$ cat src/core/bus_cycle_pkg.sv
/*
  shared constants for the machine cycle sequencer: cycle kinds, opcode
  patterns, state counts, reset values.
  assumes one clock, every state lasting one clock period.
*/
package bus_cycle_pkg;

  typedef enum logic [2:0] {
    CYC_NONE,
    CYC_FETCH_FIRST,
    CYC_FETCH_LATER,
    CYC_READ,
    CYC_WRITE
  } cycle_kind_t;

  localparam logic [15:0] PC_RESET      = 16'h0000;
  localparam logic [1:0]  BUS_LAST_T    = 2'h2;
  localparam logic [2:0]  ADD16_IDLES   = 3'h4;
  localparam logic [2:0]  ALU_REG_IDLES = 3'h1;
  localparam logic [2:0]  INDEX_IDLES   = 3'h3;
  localparam logic [2:0]  CALL_IDLES    = 3'h1;

  localparam logic [7:0] OP_PFX_X    = 8'hDD;
  localparam logic [7:0] OP_PFX_Y    = 8'hFD;
  localparam logic [7:0] OP_PFX_ED   = 8'hED;
  localparam logic [7:0] OP_PFX_BIT  = 8'hCB;
  localparam logic [7:0] OP_CALL     = 8'hCD;
  localparam logic [7:0] PAIR_MASK   = 8'hCF;
  localparam logic [7:0] OP_ADD16    = 8'h09;
  localparam logic [7:0] OP_ADC16    = 8'h4A;
  localparam logic [7:0] OP_SBC16    = 8'h42;
  localparam logic [1:0] GRP_ALU     = 2'h2;
  localparam logic [1:0] GRP_BIT     = 2'h1;
  localparam logic [1:0] GRP_MISC    = 2'h3;
  localparam logic [2:0] SRC_MEM     = 3'h6;
  localparam logic [2:0] SUB_CALLCC  = 3'h4;

  localparam int FLAG_SIGN  = 7;
  localparam int FLAG_ZERO  = 6;
  localparam int FLAG_PAR   = 2;
  localparam int FLAG_CARRY = 0;

endpackage

$ cat src/core/bus_pin_driver.sv
/*
  registers the processor bus pins from the cycle kind chosen for the next state.
  assumes the kind, address and write byte arrive one clock before they show.
*/
`timescale 1ns/1ps
`default_nettype none

module bus_pin_driver (
  input  wire logic                      clk,
  input  wire logic                      rst,
  input  wire bus_cycle_pkg::cycle_kind_t kind_nxt,
  input  wire logic [15:0]               addr_nxt,
  input  wire logic [7:0]                wdata_nxt,
  output logic      [15:0]               address,
  output logic      [7:0]                data_out,
  output logic                           data_oe,
  output logic                           read_n,
  output logic                           write_n,
  output logic                           memory_request_n,
  output logic                           io_request_n,
  output logic                           fetch_marker_n,
  output logic                           halt_n,
  output logic                           status_line
);

  always_ff @(posedge clk or posedge rst) begin
    if (rst) begin
      address          <= 16'h0000;
      data_out         <= 8'h00;
      data_oe          <= 1'b0;
      read_n           <= 1'b1;
      write_n          <= 1'b1;
      memory_request_n <= 1'b1;
      io_request_n     <= 1'b1;
      fetch_marker_n   <= 1'b1;
      halt_n           <= 1'b1;
      status_line      <= 1'b1;
    end else begin
      address          <= addr_nxt;
      data_out         <= wdata_nxt;
      data_oe          <= (kind_nxt == bus_cycle_pkg::CYC_WRITE);
      read_n           <= !(kind_nxt == bus_cycle_pkg::CYC_FETCH_FIRST ||
                            kind_nxt == bus_cycle_pkg::CYC_FETCH_LATER ||
                            kind_nxt == bus_cycle_pkg::CYC_READ);
      write_n          <= (kind_nxt != bus_cycle_pkg::CYC_WRITE);
      memory_request_n <= (kind_nxt == bus_cycle_pkg::CYC_NONE);
      io_request_n     <= 1'b1;
      halt_n           <= 1'b1;
      fetch_marker_n   <= !(kind_nxt == bus_cycle_pkg::CYC_FETCH_FIRST ||
                            kind_nxt == bus_cycle_pkg::CYC_FETCH_LATER);
      status_line      <= (kind_nxt != bus_cycle_pkg::CYC_FETCH_FIRST);
    end
  end

endmodule // bus_pin_driver

`default_nettype wire

$ cat src/core/cpu_bus_cycle_sequencer.sv
/*
  machine cycle sequencer: fetches opcodes, classifies arithmetic, bit test and
  call instructions, and steps their fetch, read, write and idle cycles.
  assumes memory answers within the three clocks of a bus cycle on this clock,
  and register values at the inputs are stable while an instruction runs.
*/
`timescale 1ns/1ps
`default_nettype none

// Operation
// - first fetch: read, request, marker, status low
// - second opcode fetch drives status high
// - idle states: strobes high, data released
// - sixteen-bit pair add: fetches then four idles
// - register accumulator op: fetch, one idle
// - immediate accumulator op reads next byte
// - pointer accumulator op reads at pointer
// - indexed op reads displacement third cycle
// - indexed op: three idles, then indexed read
// - indexed bit test fetches third opcode
// - indexed bit test ends with indexed read
// - operand reads keep marker and status high
// - call target: low byte then high byte
// - false conditional call ends after two cycles
// - taken call pushes return address high, low
module cpu_bus_cycle_sequencer (
  input  wire logic        clk,
  input  wire logic        rst,
  input  wire logic        run,
  input  wire logic [7:0]  data_in,
  input  wire logic [7:0]  flags,
  input  wire logic [15:0] memory_pointer_pair,
  input  wire logic [15:0] index_x,
  input  wire logic [15:0] index_y,
  input  wire logic [15:0] stack_pointer,
  output logic      [15:0] address,
  output logic      [7:0]  data_out,
  output logic             data_oe,
  output logic             read_n,
  output logic             write_n,
  output logic             memory_request_n,
  output logic             io_request_n,
  output logic             fetch_marker_n,
  output logic             halt_n,
  output logic             status_line,
  output logic      [15:0] program_counter,
  output logic             instr_done
);

  typedef enum logic [3:0] {
    S_STOPPED,
    S_FETCH1,
    S_FETCH2,
    S_FETCH3,
    S_DISP,
    S_IMM,
    S_TGT_LO,
    S_TGT_HI,
    S_DATA,
    S_INTERNAL,
    S_PUSH_HI,
    S_PUSH_LO
  } seq_state_t;

  function automatic logic cond_true(input logic [2:0] cc, input logic [7:0] f);
    logic bit_v;
    bit_v = 1'b0;
    case (cc[2:1])
      2'h0:    bit_v = f[bus_cycle_pkg::FLAG_ZERO];
      2'h1:    bit_v = f[bus_cycle_pkg::FLAG_CARRY];
      2'h2:    bit_v = f[bus_cycle_pkg::FLAG_PAR];
      default: bit_v = f[bus_cycle_pkg::FLAG_SIGN];
    endcase
    return bit_v == cc[0];
  endfunction

  function automatic logic is_pair_arith(input logic [7:0] b, input logic [7:0] pat);
    return (b & bus_cycle_pkg::PAIR_MASK) == pat;
  endfunction

  function automatic logic is_alu_mem(input logic [7:0] b);
    return b[7:6] == bus_cycle_pkg::GRP_ALU && b[2:0] == bus_cycle_pkg::SRC_MEM;
  endfunction

  seq_state_t  state_r;
  seq_state_t  state_nxt;
  logic [1:0]  t_r;
  logic [1:0]  t_nxt;
  logic [2:0]  idles_r;
  logic [2:0]  idles_nxt;
  logic [15:0] pc_r;
  logic [15:0] pc_nxt;
  logic [7:0]  op1_r;
  logic [7:0]  op1_nxt;
  logic [7:0]  op2_r;
  logic [7:0]  op2_nxt;
  logic [7:0]  disp_r;
  logic [7:0]  disp_nxt;
  logic [7:0]  tgt_lo_r;
  logic [7:0]  tgt_lo_nxt;
  logic [7:0]  tgt_hi_r;
  logic [7:0]  tgt_hi_nxt;
  logic        take_r;
  logic        take_nxt;
  logic        indexed_r;
  logic        indexed_nxt;
  logic        then_data_r;
  logic        then_data_nxt;
  logic        then_push_r;
  logic        then_push_nxt;
  logic        done_r;
  logic        done_nxt;

  logic        cycle_end;
  logic        finish;
  logic [15:0] index_base;
  logic [15:0] index_addr;
  logic [15:0] addr_nxt;
  logic [7:0]  wdata_nxt;
  bus_cycle_pkg::cycle_kind_t kind_nxt;

  assign index_base = (op1_r == bus_cycle_pkg::OP_PFX_Y) ? index_y : index_x;
  assign index_addr = index_base + {{8{disp_nxt[7]}}, disp_nxt};

  always_comb begin
    state_nxt     = state_r;
    t_nxt         = t_r;
    idles_nxt     = idles_r;
    pc_nxt        = pc_r;
    op1_nxt       = op1_r;
    op2_nxt       = op2_r;
    disp_nxt      = disp_r;
    tgt_lo_nxt    = tgt_lo_r;
    tgt_hi_nxt    = tgt_hi_r;
    take_nxt      = take_r;
    indexed_nxt   = indexed_r;
    then_data_nxt = then_data_r;
    then_push_nxt = then_push_r;
    done_nxt      = 1'b0;
    finish        = 1'b0;
    cycle_end     = (state_r == S_INTERNAL) ? (idles_r == 3'h1) : (t_r == bus_cycle_pkg::BUS_LAST_T);
    if (state_r == S_STOPPED) begin
      cycle_end = 1'b0;
      if (run) begin
        state_nxt = S_FETCH1;
      end
    end else if (!cycle_end) begin
      if (state_r == S_INTERNAL) begin
        idles_nxt = idles_r - 3'h1;
      end else begin
        t_nxt = t_r + 2'h1;
      end
    end else begin
      t_nxt = 2'h0;
      case (state_r)
        S_FETCH1: begin
          op1_nxt       = data_in;
          pc_nxt        = pc_r + 16'h0001;
          then_data_nxt = 1'b0;
          then_push_nxt = 1'b0;
          indexed_nxt   = 1'b0;
          if (data_in == bus_cycle_pkg::OP_PFX_X || data_in == bus_cycle_pkg::OP_PFX_Y ||
              data_in == bus_cycle_pkg::OP_PFX_ED || data_in == bus_cycle_pkg::OP_PFX_BIT) begin
            state_nxt = S_FETCH2;
          end else if (is_pair_arith(data_in, bus_cycle_pkg::OP_ADD16)) begin
            state_nxt = S_INTERNAL;
            idles_nxt = bus_cycle_pkg::ADD16_IDLES;
          end else if (is_alu_mem(data_in)) begin
            state_nxt = S_DATA;
          end else if (data_in[7:6] == bus_cycle_pkg::GRP_ALU) begin
            state_nxt = S_INTERNAL;
            idles_nxt = bus_cycle_pkg::ALU_REG_IDLES;
          end else if (data_in[7:6] == bus_cycle_pkg::GRP_MISC && data_in[2:0] == bus_cycle_pkg::SRC_MEM) begin
            state_nxt = S_IMM;
          end else if (data_in == bus_cycle_pkg::OP_CALL) begin
            state_nxt = S_TGT_LO;
            take_nxt  = 1'b1;
          end else if (data_in[7:6] == bus_cycle_pkg::GRP_MISC && data_in[2:0] == bus_cycle_pkg::SUB_CALLCC) begin
            state_nxt = S_TGT_LO;
            take_nxt  = cond_true(data_in[5:3], flags);
          end else begin
            finish = 1'b1;
          end
        end
        S_FETCH2: begin
          op2_nxt = data_in;
          pc_nxt  = pc_r + 16'h0001;
          if (op1_r == bus_cycle_pkg::OP_PFX_BIT) begin
            if (data_in[7:6] == bus_cycle_pkg::GRP_BIT && data_in[2:0] == bus_cycle_pkg::SRC_MEM) begin
              state_nxt = S_DATA;
            end else begin
              finish = 1'b1;
            end
          end else if (op1_r == bus_cycle_pkg::OP_PFX_ED) begin
            if (is_pair_arith(data_in, bus_cycle_pkg::OP_ADC16) ||
                is_pair_arith(data_in, bus_cycle_pkg::OP_SBC16)) begin
              state_nxt = S_INTERNAL;
              idles_nxt = bus_cycle_pkg::ADD16_IDLES;
            end else begin
              finish = 1'b1;
            end
          end else if (is_pair_arith(data_in, bus_cycle_pkg::OP_ADD16)) begin
            state_nxt = S_INTERNAL;
            idles_nxt = bus_cycle_pkg::ADD16_IDLES;
          end else if (is_alu_mem(data_in) || data_in == bus_cycle_pkg::OP_PFX_BIT) begin
            state_nxt = S_DISP;
          end else begin
            finish = 1'b1;
          end
        end
        S_DISP: begin
          disp_nxt    = data_in;
          pc_nxt      = pc_r + 16'h0001;
          indexed_nxt = 1'b1;
          if (op2_r == bus_cycle_pkg::OP_PFX_BIT) begin
            state_nxt = S_FETCH3;
          end else begin
            state_nxt     = S_INTERNAL;
            idles_nxt     = bus_cycle_pkg::INDEX_IDLES;
            then_data_nxt = 1'b1;
          end
        end
        S_FETCH3: begin
          pc_nxt    = pc_r + 16'h0001;
          state_nxt = S_DATA;
        end
        S_IMM: begin
          pc_nxt = pc_r + 16'h0001;
          finish = 1'b1;
        end
        S_TGT_LO: begin
          tgt_lo_nxt = data_in;
          pc_nxt     = take_r ? pc_r + 16'h0001 : pc_r + 16'h0002; // false call skips the unread high byte
          if (take_r) begin
            state_nxt = S_TGT_HI;
          end else begin
            finish = 1'b1;
          end
        end
        S_TGT_HI: begin
          tgt_hi_nxt    = data_in;
          pc_nxt        = pc_r + 16'h0001;
          state_nxt     = S_INTERNAL;
          idles_nxt     = bus_cycle_pkg::CALL_IDLES;
          then_push_nxt = 1'b1;
        end
        S_INTERNAL: begin
          if (then_data_r) begin
            state_nxt = S_DATA;
          end else if (then_push_r) begin
            state_nxt = S_PUSH_HI;
          end else begin
            finish = 1'b1;
          end
        end
        S_PUSH_HI: begin
          state_nxt = S_PUSH_LO;
        end
        S_PUSH_LO: begin
          pc_nxt = {tgt_hi_r, tgt_lo_r};
          finish = 1'b1;
        end
        S_DATA: begin
          finish = 1'b1;
        end
        default: begin
          finish = 1'b1;
        end
      endcase
    end
    if (finish) begin
      done_nxt  = 1'b1;
      state_nxt = run ? S_FETCH1 : S_STOPPED;
    end
  end

  // address and write byte for the state about to be entered; the pin
  // driver registers them so they line up with that state's clocks
  always_comb begin
    kind_nxt  = bus_cycle_pkg::CYC_NONE;
    addr_nxt  = 16'h0000; // idle address carries no meaning
    wdata_nxt = 8'h00;
    case (state_nxt)
      S_FETCH1: begin
        kind_nxt = bus_cycle_pkg::CYC_FETCH_FIRST;
        addr_nxt = pc_nxt;
      end
      S_FETCH2, S_FETCH3: begin
        kind_nxt = bus_cycle_pkg::CYC_FETCH_LATER;
        addr_nxt = pc_nxt;
      end
      S_DISP, S_IMM, S_TGT_LO, S_TGT_HI: begin
        kind_nxt = bus_cycle_pkg::CYC_READ;
        addr_nxt = pc_nxt;
      end
      S_DATA: begin
        kind_nxt = bus_cycle_pkg::CYC_READ;
        addr_nxt = indexed_nxt ? index_addr : memory_pointer_pair;
      end
      S_PUSH_HI: begin
        kind_nxt  = bus_cycle_pkg::CYC_WRITE;
        addr_nxt  = stack_pointer - 16'h0001;
        wdata_nxt = pc_r[15:8];
      end
      S_PUSH_LO: begin
        kind_nxt  = bus_cycle_pkg::CYC_WRITE;
        addr_nxt  = stack_pointer - 16'h0002;
        wdata_nxt = pc_r[7:0];
      end
      default: begin
        kind_nxt = bus_cycle_pkg::CYC_NONE;
      end
    endcase
  end

  always_ff @(posedge clk or posedge rst) begin
    if (rst) begin
      state_r     <= S_STOPPED;
      t_r         <= 2'h0;
      idles_r     <= 3'h0;
      pc_r        <= bus_cycle_pkg::PC_RESET;
      op1_r       <= 8'h00;
      op2_r       <= 8'h00;
      disp_r      <= 8'h00;
      tgt_lo_r    <= 8'h00;
      tgt_hi_r    <= 8'h00;
      take_r      <= 1'b0;
      indexed_r   <= 1'b0;
      then_data_r <= 1'b0;
      then_push_r <= 1'b0;
      done_r      <= 1'b0;
    end else begin
      state_r     <= state_nxt;
      t_r         <= t_nxt;
      idles_r     <= idles_nxt;
      pc_r        <= pc_nxt;
      op1_r       <= op1_nxt;
      op2_r       <= op2_nxt;
      disp_r      <= disp_nxt;
      tgt_lo_r    <= tgt_lo_nxt;
      tgt_hi_r    <= tgt_hi_nxt;
      take_r      <= take_nxt;
      indexed_r   <= indexed_nxt;
      then_data_r <= then_data_nxt;
      then_push_r <= then_push_nxt;
      done_r      <= done_nxt;
    end
  end

  assign program_counter = pc_r;
  assign instr_done      = done_r;

  bus_pin_driver u_pins (
    .clk              (clk),
    .rst              (rst),
    .kind_nxt         (kind_nxt),
    .addr_nxt         (addr_nxt),
    .wdata_nxt        (wdata_nxt),
    .address          (address),
    .data_out         (data_out),
    .data_oe          (data_oe),
    .read_n           (read_n),
    .write_n          (write_n),
    .memory_request_n (memory_request_n),
    .io_request_n     (io_request_n),
    .fetch_marker_n   (fetch_marker_n),
    .halt_n           (halt_n),
    .status_line      (status_line)
  );

endmodule // cpu_bus_cycle_sequencer

`default_nettype wire

$ cat config.mk
export PLATFORM = sky130hd
export DESIGN_NAME = cpu_bus_cycle_sequencer
export DESIGN_NICKNAME = d
export VERILOG_FILES = /design/src/core/bus_cycle_pkg.sv /design/src/core/bus_pin_driver.sv /design/src/core/cpu_bus_cycle_sequencer.sv
export SDC_FILE = /design/constraint.sdc
export NUM_CORES = 1
export LEC_CHECK = 0
export BUFFER_PORTS_ARGS = -buffer_cell sky130_fd_sc_hd__buf_2
export CORE_UTILIZATION = 45
export DETAILED_ROUTE_END_ITERATION = 10
export GPL_TIMING_DRIVEN = 0
export PLACE_DENSITY = 0.69
export REMOVE_ABC_BUFFERS = 1
export SKIP_CTS_REPAIR_TIMING = 1
export SLEW_MARGIN = 20
export SYNTH_ARGS = -nofsm -noshare
export SYNTH_HDL_FRONTEND = slang
export SYNTH_SLANG_ARGS = --single-unit
$ cat constraint.sdc
create_clock -name clk -period 3.71 [get_ports clk]
set_clock_uncertainty 0.05 [all_clocks]
set_input_delay 0.9275 -clock clk [delete_from_list [all_inputs] [get_ports clk]]
set_output_delay 0.9275 -clock clk [all_outputs]
set_load 0.01 [all_outputs]
==> run metrics <==
Starting Density 46.1%; hold_sp idles_r[1]$_DFFE_PP0P_; setup TNS 0 ns; Hold EP idles_r[1]$_DFFE_PP0P_; first-pass GRT wire length 30.5 mm; CTS root buf clkbuf_16; largest net degree at the start of global routing 61; Fmax 274 MHz; Synth-to-Final Area Change 21.6%; Max Slew Vio Count 0; worst path cell trace nand2b_4 -> nor4b_4 -> buf_4 -> mux2_2 -> ha_4 -> fa_2 -> a211oi_2 -> nor2_2 -> nor4_4 -> or4_4 -> nand3b_1 -> xor2_1 -> mux2i_1 -> a2bb2oi_1 -> nand3_1; Mapped Cells 779; clk sinks 100; Reg2Reg Depth 15; Final #Nets 1012; Routed WL 20.5 mm; Max rail drop VDD 0.282 mV; drt pass-1 iters 5; Hold Crit Class register to register; port bufs 125; r2r setup slk 0.06 ns; hpwl dp 14.0 mm; layout cells sized above 1 31.8%; WP data required 3.89 ns; hold path depth 2; CTS Buffer Depth 2; min Tclk post-route 3.65 ns; Critical R2R Capture u_pins.address[10]$_DFF_PP0_; GR Util All Layers 24.3%; # setup viols final 0; ys flop type dfrtp_1; Mean Syn Cell Area 9.00 um^2; Clock Latency Late Sink 0.36 ns; CP delay by family, top simple AND/OR/NAND/NOR gates; DR iter-0 viols 524; Synth Cell Area 7010 um^2; ant diodes 0; relative slew slack 40.0%; max incr delay on CP 0.47 ns; CP Buf/Inv Count 1; grt total ovfl 0; wire length per cell 18.6 um; CTS buffer count 9; Worst setup EP type register; # Max-Cap Violations 0; status finished clean; synth warn 0; drt via density 5.98; CORE AREA 15200 um^2; fin crit share 98.3%; vias in the first global route 5693; CTS clk-pin slew, worst paths 0.07 ns; number of synthesized flops with an enable pin 0; site row count 45; crit start category register; CTS tree done; Reg-to-Reg Start state_r[3]$_DFF_PP0_; vias post-DR 6566; Sw Pwr 2.14 mW; switching share of power 42.8%; kind of critical path register to register; initial antenna violation count 0; Post-synth ARST share 100%; non-filler instance count after layout 1098; io pins 132; worst-path maximum fanout 8; Reg power frac 33.3%; Seq cells post-synth 100; Tot Pwr 5.00 mW; Logic pwr share 48.3%; Synth cell types 88; Placed Cells 1050; Die ar. 16100 um^2; Worst EP arrival 3.83 ns; RSZ-0062 raised after global routing yes; Clk pwr share 18.4%; chip width 127 um; pwr dens 586 nW/um^2; internal power 2.86 mW; H-tree levels 3; DRC Markers 0; slowest stage cell, crit path dfrtp_2; Leak 3.79 nW; actual slew at the worst max-slew pin 0.882 ns; Die Y 127 um; DRT antenna net count 0; FILL cells 1371; register area share after synthesis 35.8%; Util after Layout 56.1%; Levels on crit path 15; final hold vios 0; Placer Congestion 0.930
==> registers in the layout, summed over array words and instances, names as in the netlist, 2 cells and up <==
register	cells
u_pins.address	16
op1_r	8
tgt_hi_r	8
disp_r	8
t_r	2
u_pins.data_out	8
idles_r	3
program_counter	16
tgt_lo_r	8
state_r	4
op2_r	8
==> logic make-up after synthesis <==
logic type / synth area share [%]
simple gates: 19.9
compound gates: 21.3
flops: 35.8
buf+inv: 4.37
mux: 10.3
xor+xnor: 3.87
fa+ha+maj: 4.39
other cells: 0.0535
==> how the worst max path moves through the flow <==
| stage | startpoint | to | slack (ns) |
|---|---|---|---|
| 3_5_place_dp | state_r[2]$_DFF_PP0_ | u_pins.address[15]$_DFF_PP0_ | -0.87 |
| 6_report | state_r[3]$_DFF_PP0_ | u_pins.address[10]$_DFF_PP0_ | 0.06 |
| 2_1_floorplan | state_r[2]$_DFF_PP0_ | u_pins.address[14]$_DFF_PP0_ | -0.72 |
| 4_1_cts | state_r[2]$_DFF_PP0_ | u_pins.address[15]$_DFF_PP0_ | -0.90 |
| 5_1_grt | state_r[3]$_DFF_PP0_ | u_pins.address[10]$_DFF_PP0_ | -0.15 |
| 3_3_place_gp | state_r[2]$_DFF_PP0_ | u_pins.address[14]$_DFF_PP0_ | -2.02 |
==> stage by stage <==
stage               area, um^2  setup WS (ns)  hold slack (ns)
CTS                       7990         -0.900            0.437
finish                    8530         0.0648            0.434
global placement          7660          -2.02            0.415
floorplan                 6800         -0.721            0.400
detailed placement        7710         -0.866            0.421
global route              8530         -0.147            0.479
==> worst min-delay path, delay by kind of cell (launching register included) <==
kind               cells  cell delay (ns)
AOI/OAI and AO/OA      1             0.06
DFF                    1             0.34
and+or+nand+nor        1             0.05
==> Yosys cell counts (6+ instances only) <==
cell / number / area, um^2
nand2_1: 97 / 364
dfrtp_1: 95 / 2380
nor2_1: 60 / 225
o21ai_0: 54 / 270
a21oi_1: 50 / 250
mux2_2: 50 / 563
clkbuf_1: 27 / 101
ha_1: 23 / 288
inv_1: 22 / 82.6
nor3_1: 19 / 95.1
xor2_1: 17 / 149
xnor2_1: 14 / 123
a31oi_1: 13 / 81.3
nand3_1: 12 / 60.1
nor2b_1: 12 / 75.1
o211ai_1: 12 / 90.1
mux2i_1: 11 / 110
a22oi_1: 10 / 75.1
nand2b_1: 9 / 56.3
buf_2: 8 / 40.0
and2_1: 7 / 43.8
buf_4: 7 / 52.6
nand4_1: 7 / 43.8
o21ai_1: 6 / 30.0
o221ai_1: 6 / 52.6
or3_1: 6 / 37.5
==> per-layer routing <==
metal	track usage, %	vias up	share of wire (%)
met5	0	-	0
met3	3.25	24	6.6
li1	-	3096	-
met1	34.8	3171	45
met4	8.54	0	1.8
met2	37.7	275	47
==> power groups by stage <==
stage               Sequential (mW)  Combinational (mW)  Clock [mW]
floorplan                      1.69                1.33           0
global placement               1.69                1.98           0
detailed placement             1.70                2.02           0
CTS                            1.68                2.03       0.936
global route                   1.70                2.62       0.980
finish                         1.67                2.42       0.919
==> area by class of cell <==
class | count | area [um^2] | area share, %
Multi-Input combinational cell | 614 | 4480 | 52.5
Sequential cell | 100 | 2520 | 29.5
Tap cell | 188 | 235 | 2.76
Timing Repair Buffer | 157 | 918 | 10.8
Clock inverter | 7 | 57.6 | 0.675
Clock buffer | 9 | 225 | 2.64
Inverter | 23 | 95.1 | 1.12
==> placed cells by master (no fill, tap or decap), types with 6 or more instances in the layout <==
cell | Yosys | final
nand3_1 | 12 | 12
ha_1 | 23 | 13
nor2_1 | 60 | 58
o21ai_1 | 6 | 11
o221ai_1 | 6 | 6
clkbuf_16 | 0 | 9
nand2_1 | 97 | 97
xnor2_1 | 14 | 14
nor2b_1 | 12 | 11
mux2_2 | 50 | 48
xor2_1 | 17 | 17
a22oi_1 | 10 | 10
a31oi_1 | 13 | 12
buf_2 | 8 | 125
a21oi_1 | 50 | 50
and2_1 | 7 | 8
ha_4 | 0 | 10
nand4_1 | 7 | 7
buf_4 | 7 | 27
inv_1 | 22 | 18
o211ai_1 | 12 | 12
dfrtp_1 | 95 | 91
mux2i_1 | 11 | 9
o21ai_0 | 54 | 49
nand2b_1 | 9 | 8
nor3_1 | 19 | 17
(Power assumes the default switching activity.)
